## config.mk

```make
export PLATFORM = sky130hd
export DESIGN_NAME = fao_alarm
export DESIGN_NICKNAME = d
export VERILOG_FILES = /design/src/hw/fao_pkg.sv /design/src/hw/fao_alarm.sv
export VERILOG_INCLUDE_DIRS = /design/src /design/src/hw
export SDC_FILE = /design/constraint.sdc
export NUM_CORES = 2
export LEC_CHECK = 0
export BUFFER_PORTS_ARGS = -buffer_cell sky130_fd_sc_hd__buf_4
export CAP_MARGIN = 5
export CORE_UTILIZATION = 56
export DETAILED_ROUTE_END_ITERATION = 16
export PLACE_DENSITY = 0.82
export SYNTH_ARGS = -nofsm -noshare
export SYNTH_HDL_FRONTEND = slang
export SYNTH_SLANG_ARGS = --single-unit
```

## constraint.sdc

```tcl
create_clock -name i_clk -period 63.1 [get_ports i_clk]
set_input_delay 12.62 -clock i_clk [delete_from_list [all_inputs] [get_ports i_clk]]
set_output_delay 12.62 -clock i_clk [all_outputs]
set_load 0.05 [all_outputs]
```

## src/hw/fao_defines.svh

```systemverilog
// Constants for the flow alarm output logic: offsets, fields, resets, timing.
// How it works
// Latch choice: none, high or low
// Unlatched alarm sets at threshold, hysteresis clears
// High latch sets when flow above threshold
// Low latch sets when flow below threshold
// Hysteresis used only when latching is none
// Latched alarm holds, latch indication shown
// Reset pin or 3 s button clears latch
// Alarms compare against filtered displayed flow
// Invert swaps output in every mode except off, where the output stays low
// Dual mode: on outside lower/upper range
// Dual mode hysteresis or latch like single
// Reverse mode follows flow sign, never latches
// Threshold is user flow value for switching
// Band is percent of threshold
// Reset level synchronised, ignored when unlatched
`ifndef FAO_DEFINES_SVH
`define FAO_DEFINES_SVH

// ==========================================================================
// Register offsets (byte addresses)
// ==========================================================================
`define FAO_ADDR_CTRL 8'h00
`define FAO_ADDR_THR 8'h04
`define FAO_ADDR_UPPER 8'h08
`define FAO_ADDR_HYST 8'h0C
`define FAO_ADDR_STAT 8'h10
`define FAO_ADDR_IRQ_ST 8'h14
`define FAO_ADDR_IRQ_MASK 8'h18
`define FAO_ADDR_W 8

// ==========================================================================
// Control register fields
// ==========================================================================
`define FAO_CTRL_MODE_LSB 0
`define FAO_CTRL_MODE_MSB 1
`define FAO_CTRL_LATCH_LSB 2
`define FAO_CTRL_LATCH_MSB 3
`define FAO_CTRL_INVERT 4
`define FAO_CTRL_RST 32'h0000_0000

// ==========================================================================
// Status fields and interrupt bits
// ==========================================================================
`define FAO_STAT_ALARM 0
`define FAO_STAT_LATCHED 1
`define FAO_STAT_OUT 2
`define FAO_IRQ_SET 0
`define FAO_IRQ_LATCH 1
`define FAO_IRQ_CLEAR 2
`define FAO_IRQ_W 3

// ==========================================================================
// Reset values and sizes
// ==========================================================================
`define FAO_THR_RST 32'h0000_0000
`define FAO_HYST_RST 8'h00
`define FAO_HYST_W 8
`define FAO_PCT_DIV 100
`define FAO_RESP_OKAY 2'h0
`define FAO_RESP_SLVERR 2'h2

// ==========================================================================
// Timing
// ==========================================================================
`define FAO_CLK_HZ 125000000
`define FAO_HOLD_S 3
`define FAO_HOLD_CYC (`FAO_HOLD_S * `FAO_CLK_HZ)

`endif

```

## src/hw/fao_pkg.sv

```systemverilog
// Types shared by the flow alarm output logic.
package fao_pkg;

  typedef enum logic [1:0] {
    FAO_MODE_OFF,
    FAO_MODE_SINGLE,
    FAO_MODE_DUAL,
    FAO_MODE_REVERSE
  } fao_mode_t;

  typedef enum logic [1:0] {
    FAO_LATCH_NONE,
    FAO_LATCH_HIGH,
    FAO_LATCH_LOW,
    FAO_LATCH_RSVD
  } fao_latch_t;

endpackage

```

## src/hw/fao_alarm.sv

```systemverilog
// Flow alarm output logic with its AXI4-Lite register slave.
`include "fao_defines.svh"

module fao_alarm #(
  parameter logic [31:0] HOLD_CYC = `FAO_HOLD_CYC
) (
  input wire logic i_clk, // 125 MHz clock
  input wire logic i_rst, // async reset, high
  input wire logic signed [31:0] i_flow, // filtered displayed flow
  input wire logic i_flow_valid, // new flow sample strobe
  input wire logic i_reset_pin, // remote latch reset level
  input wire logic i_button, // left button, high while held
  output logic o_alarm, // alarm output pin level
  output logic o_latch_ind, // display latch indication
  output logic o_irq, // level interrupt
  input wire logic [7:0] i_awaddr, // write address
  input wire logic i_awvalid, // write address valid
  output logic o_awready, // write address ready
  input wire logic [31:0] i_wdata, // write data
  input wire logic [3:0] i_wstrb, // write strobes
  input wire logic i_wvalid, // write data valid
  output logic o_wready, // write data ready
  output logic [1:0] o_bresp, // write response
  output logic o_bvalid, // write response valid
  input wire logic i_bready, // write response ready
  input wire logic [7:0] i_araddr, // read address
  input wire logic i_arvalid, // read address valid
  output logic o_arready, // read address ready
  output logic [31:0] o_rdata, // read data
  output logic [1:0] o_rresp, // read response
  output logic o_rvalid, // read data valid
  input wire logic i_rready // read data ready
);

  // ========================================================================
  // Register state
  // ========================================================================
  logic [31:0] ctrl_q, ctrl_d;
  logic signed [31:0] thr_q, thr_d;
  logic signed [31:0] upper_q, upper_d;
  logic [`FAO_HYST_W-1:0] hyst_q, hyst_d;
  logic [`FAO_IRQ_W-1:0] ist_q, ist_d;
  logic [`FAO_IRQ_W-1:0] imask_q, imask_d;
  logic aw_hold_q, aw_hold_d;
  logic w_hold_q, w_hold_d;
  logic [7:0] awaddr_q, awaddr_d;
  logic [31:0] wdata_q, wdata_d;
  logic [3:0] wstrb_q, wstrb_d;
  logic bvalid_q, bvalid_d;
  logic [1:0] bresp_q, bresp_d;
  logic rvalid_q, rvalid_d;
  logic [31:0] rdata_q, rdata_d;
  logic [1:0] rresp_q, rresp_d;
  logic do_write;

  // ========================================================================
  // Alarm state
  // ========================================================================
  logic alarm_q, alarm_d;
  logic latched_q, latched_d;
  logic out_q, out_d;
  logic rpin_s1_q, rpin_s2_q;
  logic [31:0] hold_cnt_q, hold_cnt_d;
  logic btn_fired_q, btn_fired_d;

  fao_pkg::fao_mode_t mode;
  fao_pkg::fao_latch_t latch_sel;
  logic invert;
  logic signed [31:0] thr_abs;
  logic signed [31:0] band;
  logic signed [31:0] up_abs;
  logic signed [31:0] band_up;
  logic [39:0] prod_lo;
  logic [39:0] prod_up;
  logic above, over, below, outside, back_lo, back_in;
  logic clear_req;

  assign mode = fao_pkg::fao_mode_t'(
    ctrl_q[`FAO_CTRL_MODE_MSB:`FAO_CTRL_MODE_LSB]);
  assign latch_sel = fao_pkg::fao_latch_t'(
    ctrl_q[`FAO_CTRL_LATCH_MSB:`FAO_CTRL_LATCH_LSB]);
  assign invert = ctrl_q[`FAO_CTRL_INVERT];

  // ========================================================================
  // Flow comparisons
  // ========================================================================
  // The band is a percent of each bound magnitude, so it never goes negative.
  always_comb begin
    thr_abs = thr_q[31] ? -thr_q : thr_q;
    up_abs = upper_q[31] ? -upper_q : upper_q;
    prod_lo = 40'(thr_abs) * 40'(hyst_q);
    prod_up = 40'(up_abs) * 40'(hyst_q);
    band = 32'(prod_lo / 40'(`FAO_PCT_DIV));
    band_up = 32'(prod_up / 40'(`FAO_PCT_DIV));
    above = i_flow >= thr_q; // see R13
    below = i_flow < thr_q;
    outside = (i_flow < thr_q) || (i_flow > upper_q);
    back_lo = i_flow < (thr_q - band);
    over = i_flow > thr_q;
    back_in = (i_flow >= (thr_q + band)) &&
              (i_flow <= (upper_q - band_up));
  end

  // ========================================================================
  // Latch reset sources
  // ========================================================================
  // The remote input is a level; clear only when something is latched.
  always_comb begin
    hold_cnt_d = hold_cnt_q;
    btn_fired_d = btn_fired_q;
    if (!i_button) begin
      hold_cnt_d = 32'h0000_0000;
      btn_fired_d = 1'b0;
    end else if (hold_cnt_q < HOLD_CYC - 32'h0000_0001) begin
      hold_cnt_d = hold_cnt_q + 32'h0000_0001;
    end else begin
      btn_fired_d = 1'b1;
    end
    clear_req = (rpin_s2_q || (btn_fired_d && !btn_fired_q)) &&
                latched_q; // see R7
  end

  // ========================================================================
  // Alarm decision
  // ========================================================================
  always_comb begin
    alarm_d = alarm_q;
    latched_d = latched_q;
    if (i_flow_valid) begin
      unique case (mode)
        fao_pkg::FAO_MODE_SINGLE: begin
          unique case (latch_sel)
            fao_pkg::FAO_LATCH_HIGH: begin
              if (over) latched_d = 1'b1;
            end
            fao_pkg::FAO_LATCH_LOW: begin
              if (below) latched_d = 1'b1;
            end
            default: begin
              // Hysteresis only holds off the return to idle.
              if (above) alarm_d = 1'b1;
              else if (back_lo) alarm_d = 1'b0;
            end
          endcase
        end
        fao_pkg::FAO_MODE_DUAL: begin
          if (latch_sel != fao_pkg::FAO_LATCH_NONE) begin
            if (outside) latched_d = 1'b1;
          end else if (outside) begin
            alarm_d = 1'b1;
          end else if (back_in) begin
            alarm_d = 1'b0;
          end
        end
        fao_pkg::FAO_MODE_REVERSE: begin
          alarm_d = i_flow[31];
          latched_d = 1'b0;
        end
        default: begin
          alarm_d = 1'b0;
          latched_d = 1'b0;
        end
      endcase
    end
    if (clear_req) latched_d = 1'b0; // see R6
    if (latched_d) alarm_d = 1'b1;
    if ((mode == fao_pkg::FAO_MODE_SINGLE ||
         mode == fao_pkg::FAO_MODE_DUAL) &&
        latch_sel != fao_pkg::FAO_LATCH_NONE && !latched_d)
      alarm_d = 1'b0;
    // A low latch sets on low flow, so its pin is on below threshold.
    if (mode == fao_pkg::FAO_MODE_OFF) out_d = 1'b0;
    else out_d = alarm_d ^ invert; // see R4
  end

  // ========================================================================
  // AXI4-Lite slave
  // ========================================================================
  // Address and data are taken in either order; response follows both.
  always_comb begin
    aw_hold_d = aw_hold_q;
    w_hold_d = w_hold_q;
    awaddr_d = awaddr_q;
    wdata_d = wdata_q;
    wstrb_d = wstrb_q;
    bvalid_d = bvalid_q;
    bresp_d = bresp_q;
    rvalid_d = rvalid_q;
    rdata_d = rdata_q;
    rresp_d = rresp_q;
    if (i_awvalid && !aw_hold_q && !bvalid_q) begin
      aw_hold_d = 1'b1;
      awaddr_d = i_awaddr;
    end
    if (i_wvalid && !w_hold_q && !bvalid_q) begin
      w_hold_d = 1'b1;
      wdata_d = i_wdata;
      wstrb_d = i_wstrb;
    end
    do_write = aw_hold_q && w_hold_q && !bvalid_q;
    if (do_write) begin
      aw_hold_d = 1'b0;
      w_hold_d = 1'b0;
      bvalid_d = 1'b1;
      unique case (awaddr_q)
        `FAO_ADDR_CTRL, `FAO_ADDR_THR, `FAO_ADDR_UPPER, `FAO_ADDR_HYST,
        `FAO_ADDR_STAT, `FAO_ADDR_IRQ_ST, `FAO_ADDR_IRQ_MASK:
          bresp_d = `FAO_RESP_OKAY;
        default: bresp_d = `FAO_RESP_SLVERR;
      endcase
    end else if (bvalid_q && i_bready) begin
      bvalid_d = 1'b0;
    end
    if (i_arvalid && !rvalid_q) begin
      rvalid_d = 1'b1;
      rresp_d = `FAO_RESP_OKAY;
      unique case (i_araddr)
        `FAO_ADDR_CTRL: rdata_d = ctrl_q;
        `FAO_ADDR_THR: rdata_d = thr_q;
        `FAO_ADDR_UPPER: rdata_d = upper_q;
        `FAO_ADDR_HYST: rdata_d = {24'h00_0000, hyst_q};
        `FAO_ADDR_STAT: rdata_d = {29'h0000_0000, out_q, latched_q, alarm_q};
        `FAO_ADDR_IRQ_ST: rdata_d = {29'h0000_0000, ist_q};
        `FAO_ADDR_IRQ_MASK: rdata_d = {29'h0000_0000, imask_q};
        default: begin
          rdata_d = 32'h0000_0000;
          rresp_d = `FAO_RESP_SLVERR;
        end
      endcase
    end else if (rvalid_q && i_rready) begin
      rvalid_d = 1'b0;
    end
  end

  // Byte-lane merge of a write into a 32-bit register.
  function automatic logic [31:0] fao_merge(input logic [31:0] old,
                                            input logic [31:0] nw,
                                            input logic [3:0] be);
    logic [31:0] r;
    r = old;
    for (int b = 0; b < 4; b++) begin
      if (be[b]) r[b*8 +: 8] = nw[b*8 +: 8];
    end
    return r;
  endfunction

  logic [31:0] hyst_m, ist_m, imask_m;
  always_comb begin
    ctrl_d = ctrl_q;
    thr_d = thr_q;
    upper_d = upper_q;
    hyst_d = hyst_q;
    imask_d = imask_q;
    hyst_m = fao_merge({24'h00_0000, hyst_q}, wdata_q, wstrb_q);
    imask_m = fao_merge({29'h0000_0000, imask_q}, wdata_q, wstrb_q);
    ist_m = fao_merge(32'h0000_0000, wdata_q, wstrb_q);
    ist_d = ist_q;
    if (do_write) begin
      unique case (awaddr_q)
        `FAO_ADDR_CTRL: ctrl_d = fao_merge(ctrl_q, wdata_q, wstrb_q);
        `FAO_ADDR_THR: thr_d = fao_merge(thr_q, wdata_q, wstrb_q);
        `FAO_ADDR_UPPER: upper_d = fao_merge(upper_q, wdata_q, wstrb_q);
        `FAO_ADDR_HYST: hyst_d = hyst_m[`FAO_HYST_W-1:0];
        `FAO_ADDR_IRQ_ST: ist_d = ist_q & ~ist_m[`FAO_IRQ_W-1:0];
        `FAO_ADDR_IRQ_MASK: imask_d = imask_m[`FAO_IRQ_W-1:0];
        default: ;
      endcase
    end
    // Events set after the clear so a coincident event is not lost.
    if (alarm_d && !alarm_q) ist_d[`FAO_IRQ_SET] = 1'b1;
    if (latched_d && !latched_q) ist_d[`FAO_IRQ_LATCH] = 1'b1;
    if (alarm_q && !alarm_d) ist_d[`FAO_IRQ_CLEAR] = 1'b1;
  end

  // ========================================================================
  // Registers
  // ========================================================================
  always_ff @(posedge i_clk or posedge i_rst) begin
    if (i_rst) begin
      ctrl_q <= `FAO_CTRL_RST;
      thr_q <= `FAO_THR_RST;
      upper_q <= `FAO_THR_RST;
      hyst_q <= `FAO_HYST_RST;
      ist_q <= '0;
      imask_q <= '0;
      aw_hold_q <= 1'b0;
      w_hold_q <= 1'b0;
      awaddr_q <= 8'h00;
      wdata_q <= 32'h0000_0000;
      wstrb_q <= 4'h0;
      bvalid_q <= 1'b0;
      bresp_q <= `FAO_RESP_OKAY;
      rvalid_q <= 1'b0;
      rdata_q <= 32'h0000_0000;
      rresp_q <= `FAO_RESP_OKAY;
      alarm_q <= 1'b0;
      latched_q <= 1'b0;
      out_q <= 1'b0;
      rpin_s1_q <= 1'b0;
      rpin_s2_q <= 1'b0;
      hold_cnt_q <= 32'h0000_0000;
      btn_fired_q <= 1'b0;
      o_irq <= 1'b0;
    end else begin
      ctrl_q <= ctrl_d;
      thr_q <= thr_d;
      upper_q <= upper_d;
      hyst_q <= hyst_d;
      ist_q <= ist_d;
      imask_q <= imask_d;
      aw_hold_q <= aw_hold_d;
      w_hold_q <= w_hold_d;
      awaddr_q <= awaddr_d;
      wdata_q <= wdata_d;
      wstrb_q <= wstrb_d;
      bvalid_q <= bvalid_d;
      bresp_q <= bresp_d;
      rvalid_q <= rvalid_d;
      rdata_q <= rdata_d;
      rresp_q <= rresp_d;
      alarm_q <= alarm_d;
      latched_q <= latched_d;
      out_q <= out_d;
      rpin_s1_q <= i_reset_pin;
      rpin_s2_q <= rpin_s1_q;
      hold_cnt_q <= hold_cnt_d;
      btn_fired_q <= btn_fired_d;
      o_irq <= |(ist_d & imask_d);
    end
  end

  assign o_alarm = out_q;
  assign o_latch_ind = latched_q;
  assign o_awready = aw_hold_q;
  assign o_wready = w_hold_q;
  assign o_bvalid = bvalid_q;
  assign o_bresp = bresp_q;
  assign o_arready = rvalid_q;
  assign o_rvalid = rvalid_q;
  assign o_rdata = rdata_q;
  assign o_rresp = rresp_q;

endmodule // fao_alarm

```

==> impl_metrics.tcl <==
set metrics [dict create \
    io_pins 138 \
    drt_iter0_markers 5232 \
    synthCells 6582 \
    grt_use_met3_pct 5.56 \
    syn-cell-area_um2 53300 \
    synth_edf_count 0 \
    numCtsBuffers 23 \
    core_um2 93700 \
    finalNetCount 7458 \
    grt_pass1_vias 48884 \
    cpMaxStageDelayCell "mux2i_1" \
    hold_buffers 0 \
    hold_path.class "reg -> reg" \
    outcome "complete, no violations" \
    setup_viol 0 \
    fin_tns_setup_ns 0 \
    netlist.area_leader.share_pct 14.8 \
    finalHoldViolCount 0 \
    regArea_um2 5790 \
    max_stage_delay_ns 0.90 \
    die_area_um2 96500 \
    clkSinkCount 231 \
    async_flop_share_pct 100 \
    fin_util_pct 59.3 \
    slew_headroom_pct 19.2 \
    final_area_um2 55600 \
    rsz0062_at_grt "no" \
    grt_first_pass_wirelength_mm 256 \
    synth_most_common_cell "nand2_1" \
    synth_warnings 0 \
    clock_path_buffers 3 \
    tightest_slew_ns 1.21 \
    fp.dieW_um 311 \
    critPathArrivalTime_ns 43.51 \
    multi_input_area_um2 43300 \
    synth-seq-area-share_pct 10.8 \
    max_freq_mhz 23.2 \
    cts.repair.resized 0 \
    ys_ff_latch 231 \
    grtUsageMet1_pct 42.3 \
    clk_pin_slew_ns 0.07 \
    period_needed_ns 43.08 \
    ff2ff_path_depth 151 \
    place_congestion 1.03 \
    antenna_found_initial 5 \
    synth_cell_type_count 185 \
    post_drt_via_cell_ratio 6.44 \
    grt_start_max_net_pins 146 \
    drv_cap 0 \
    drive_above_1_share_pct 11.3 \
    syn_area_per_cell_um2 8.10 \
    fp.dieH_um 311 \
    min_path_cells 0 \
    met2_usage_pct 51.0 \
    min_period_over_period_pct 68.3 \
    port_buffers 135 \
    htreeDepth 1 \
    synth_area_leaders "fa_1 15%, dfrtp_1 11%, ha_1 9.9%" \
    wirelength_mm 158 \
    grt_use_total_pct 31.9 \
    crit_path_start_kind "register" \
    cp.required_ns 63.53 \
    cp_max_fo 18 \
    crit_top_cell "a21oi_1" \
    routed-via-count 50386 \
    clk_latency_ns 0.54 \
    firstDrtPassIters 6 \
    fin_skew_ns 0.0120 \
    syn_to_final_growth_pct 4.21 \
    initial_core_util_pct 56.9 \
    final.fill_count 8219 \
    postPlaceCellArea_um2 54800 \
    synth_top_cell_by_area "fa_1" \
    place_hpwl_mm 126 \
    ys.flop_type "dfrtp_1" \
    row_count 112 \
    path_class "reg -> reg" \
    cts_setup_buffers 0 \
    grt_busiest_layer "met2" \
    wire_per_inst_um 20.2 \
    route.detailed.drc 0 \
    ys_top_cells_by_count "727 x nand2_1, 720 x inv_1, 429 x a21oi_1, 420 x ha_1, 395 x fa_1" \
    cts-root-buf "clkbuf_16" \
    drv_slew 0 \
    antenna_left 0 \
    tritoncts "done" \
    endpoint_kind "register" \
    grt_overflow 0 \
]
==> metal layers <==
metal  wire (um)  vias up  share of wire, %
li1            -    23213                 -
met1       64400    24252                41
met2       70600     2439                45
met3       14700      476               9.3
met4        8280        6               5.2
met5          42        -             0.027
==> state kept, by name, indices dropped and copies added, names as in the netlist, 3 cells and up <==
name,flops
ctrl_q,32
hold_cnt_q,32
wdata_q,32
imask_q,3
o_rdata,32
wstrb_q,4
thr_q,32
hyst_q,8
ist_q,3
awaddr_q,8
upper_q,32
==> worst max-delay path: cells and delay by family (launching register included) <==
kind / cells / cell delay (ns)
adder cells (fa/ha/maj): 8 / 3.49
AND/OR/NAND/NOR: 39 / 10.39
XOR/XNOR: 8 / 3.76
flip-flops: 1 / 0.66
AO/OA/AOI/OAI: 79 / 19.81
multiplexers: 8 / 3.47
buffers and inverters: 9 / 1.25
==> layout by cell type (no fill, tap or decap), types with 32 or more instances in the layout <==
| cell | netlist | layout |
|---|---|---|
| nand2_1 | 727 | 726 |
| inv_1 | 720 | 719 |
| a21oi_1 | 429 | 429 |
| ha_1 | 420 | 420 |
| fa_1 | 395 | 395 |
| o21ai_0 | 322 | 322 |
| nor2_1 | 317 | 317 |
| xnor2_1 | 288 | 288 |
| and2_1 | 245 | 245 |
| dfrtp_1 | 231 | 225 |
| nand3_1 | 179 | 179 |
| buf_4 | 52 | 175 |
| mux2_2 | 169 | 169 |
| nor3_1 | 104 | 104 |
| nand4_1 | 87 | 87 |
| xor2_1 | 84 | 84 |
| mux2i_1 | 84 | 84 |
| o31ai_1 | 77 | 77 |
| nand2b_1 | 77 | 77 |
| o211ai_1 | 75 | 75 |
| o21ai_1 | 62 | 62 |
| a21o_1 | 61 | 61 |
| a31oi_1 | 55 | 55 |
| o21a_1 | 53 | 53 |
| a211oi_1 | 52 | 52 |
| or3_1 | 51 | 51 |
| nor2b_1 | 51 | 50 |
| o21bai_1 | 42 | 42 |
| nor4_1 | 38 | 38 |
| and3_1 | 32 | 32 |
==> kinds of logic (layout without fill, tap and decap cells) <==
family                     after synthesis  count (layout)  synth area share [%]
AOI/OAI and AO/OA                     1777            1777                  23.5
xor gates and xnor gates               390             390                  6.75
adders and majority gates              834             834                  25.1
buffers and inverters                  966             947                  7.90
DFF                                    231             231                  10.8
muxes                                  278             278                  5.94
other                                    1               7               0.00703
and+or+nand+nor                       2105            2105                  20.0
==> final timing paths <==
kind | slack [ns] | to | start
min reg2reg | 0.36 | rpin_s2_q | rpin_s1_q
max | 20.02 | o_irq | thr_q[0]
max reg2reg | 20.02 | o_irq | thr_q[0]
min in group asynchronous | 12.29 | o_bresp[1] | i_rst
max in group asynchronous | 49.12 | wdata_q[20] | i_rst
min | 0.36 | rpin_s2_q | rpin_s1_q
==> metrics by stage <==
step | std cells | hold slack, ns | worst slack (ns)
3_3_place_gp | 7775 | 0.338 | 21.10
6_report | 7823 | 0.356 | 20.02
3_5_place_dp | 7777 | 0.347 | 21.10
4_1_cts | 7817 | 0.356 | 20.84
5_1_grt | 7818 | 0.374 | 17.27
2_1_floorplan | 6583 | 0.331 | 29.84
==> final cells by class <==
type | instances | area share, %
diodes | 5 | 0.0225
clock buffers | 31 | 1.18
clock inverters | 9 | 0.209
inverters | 729 | 4.95
multi-input cells | 5386 | 78.0
flip-flops and latches | 231 | 10.4
well taps | 1254 | 2.82
repair buffers | 178 | 2.39
Power is not shown: default switching activity piles up to over one toggle a cycle in this logic, so the estimate is an artifact.
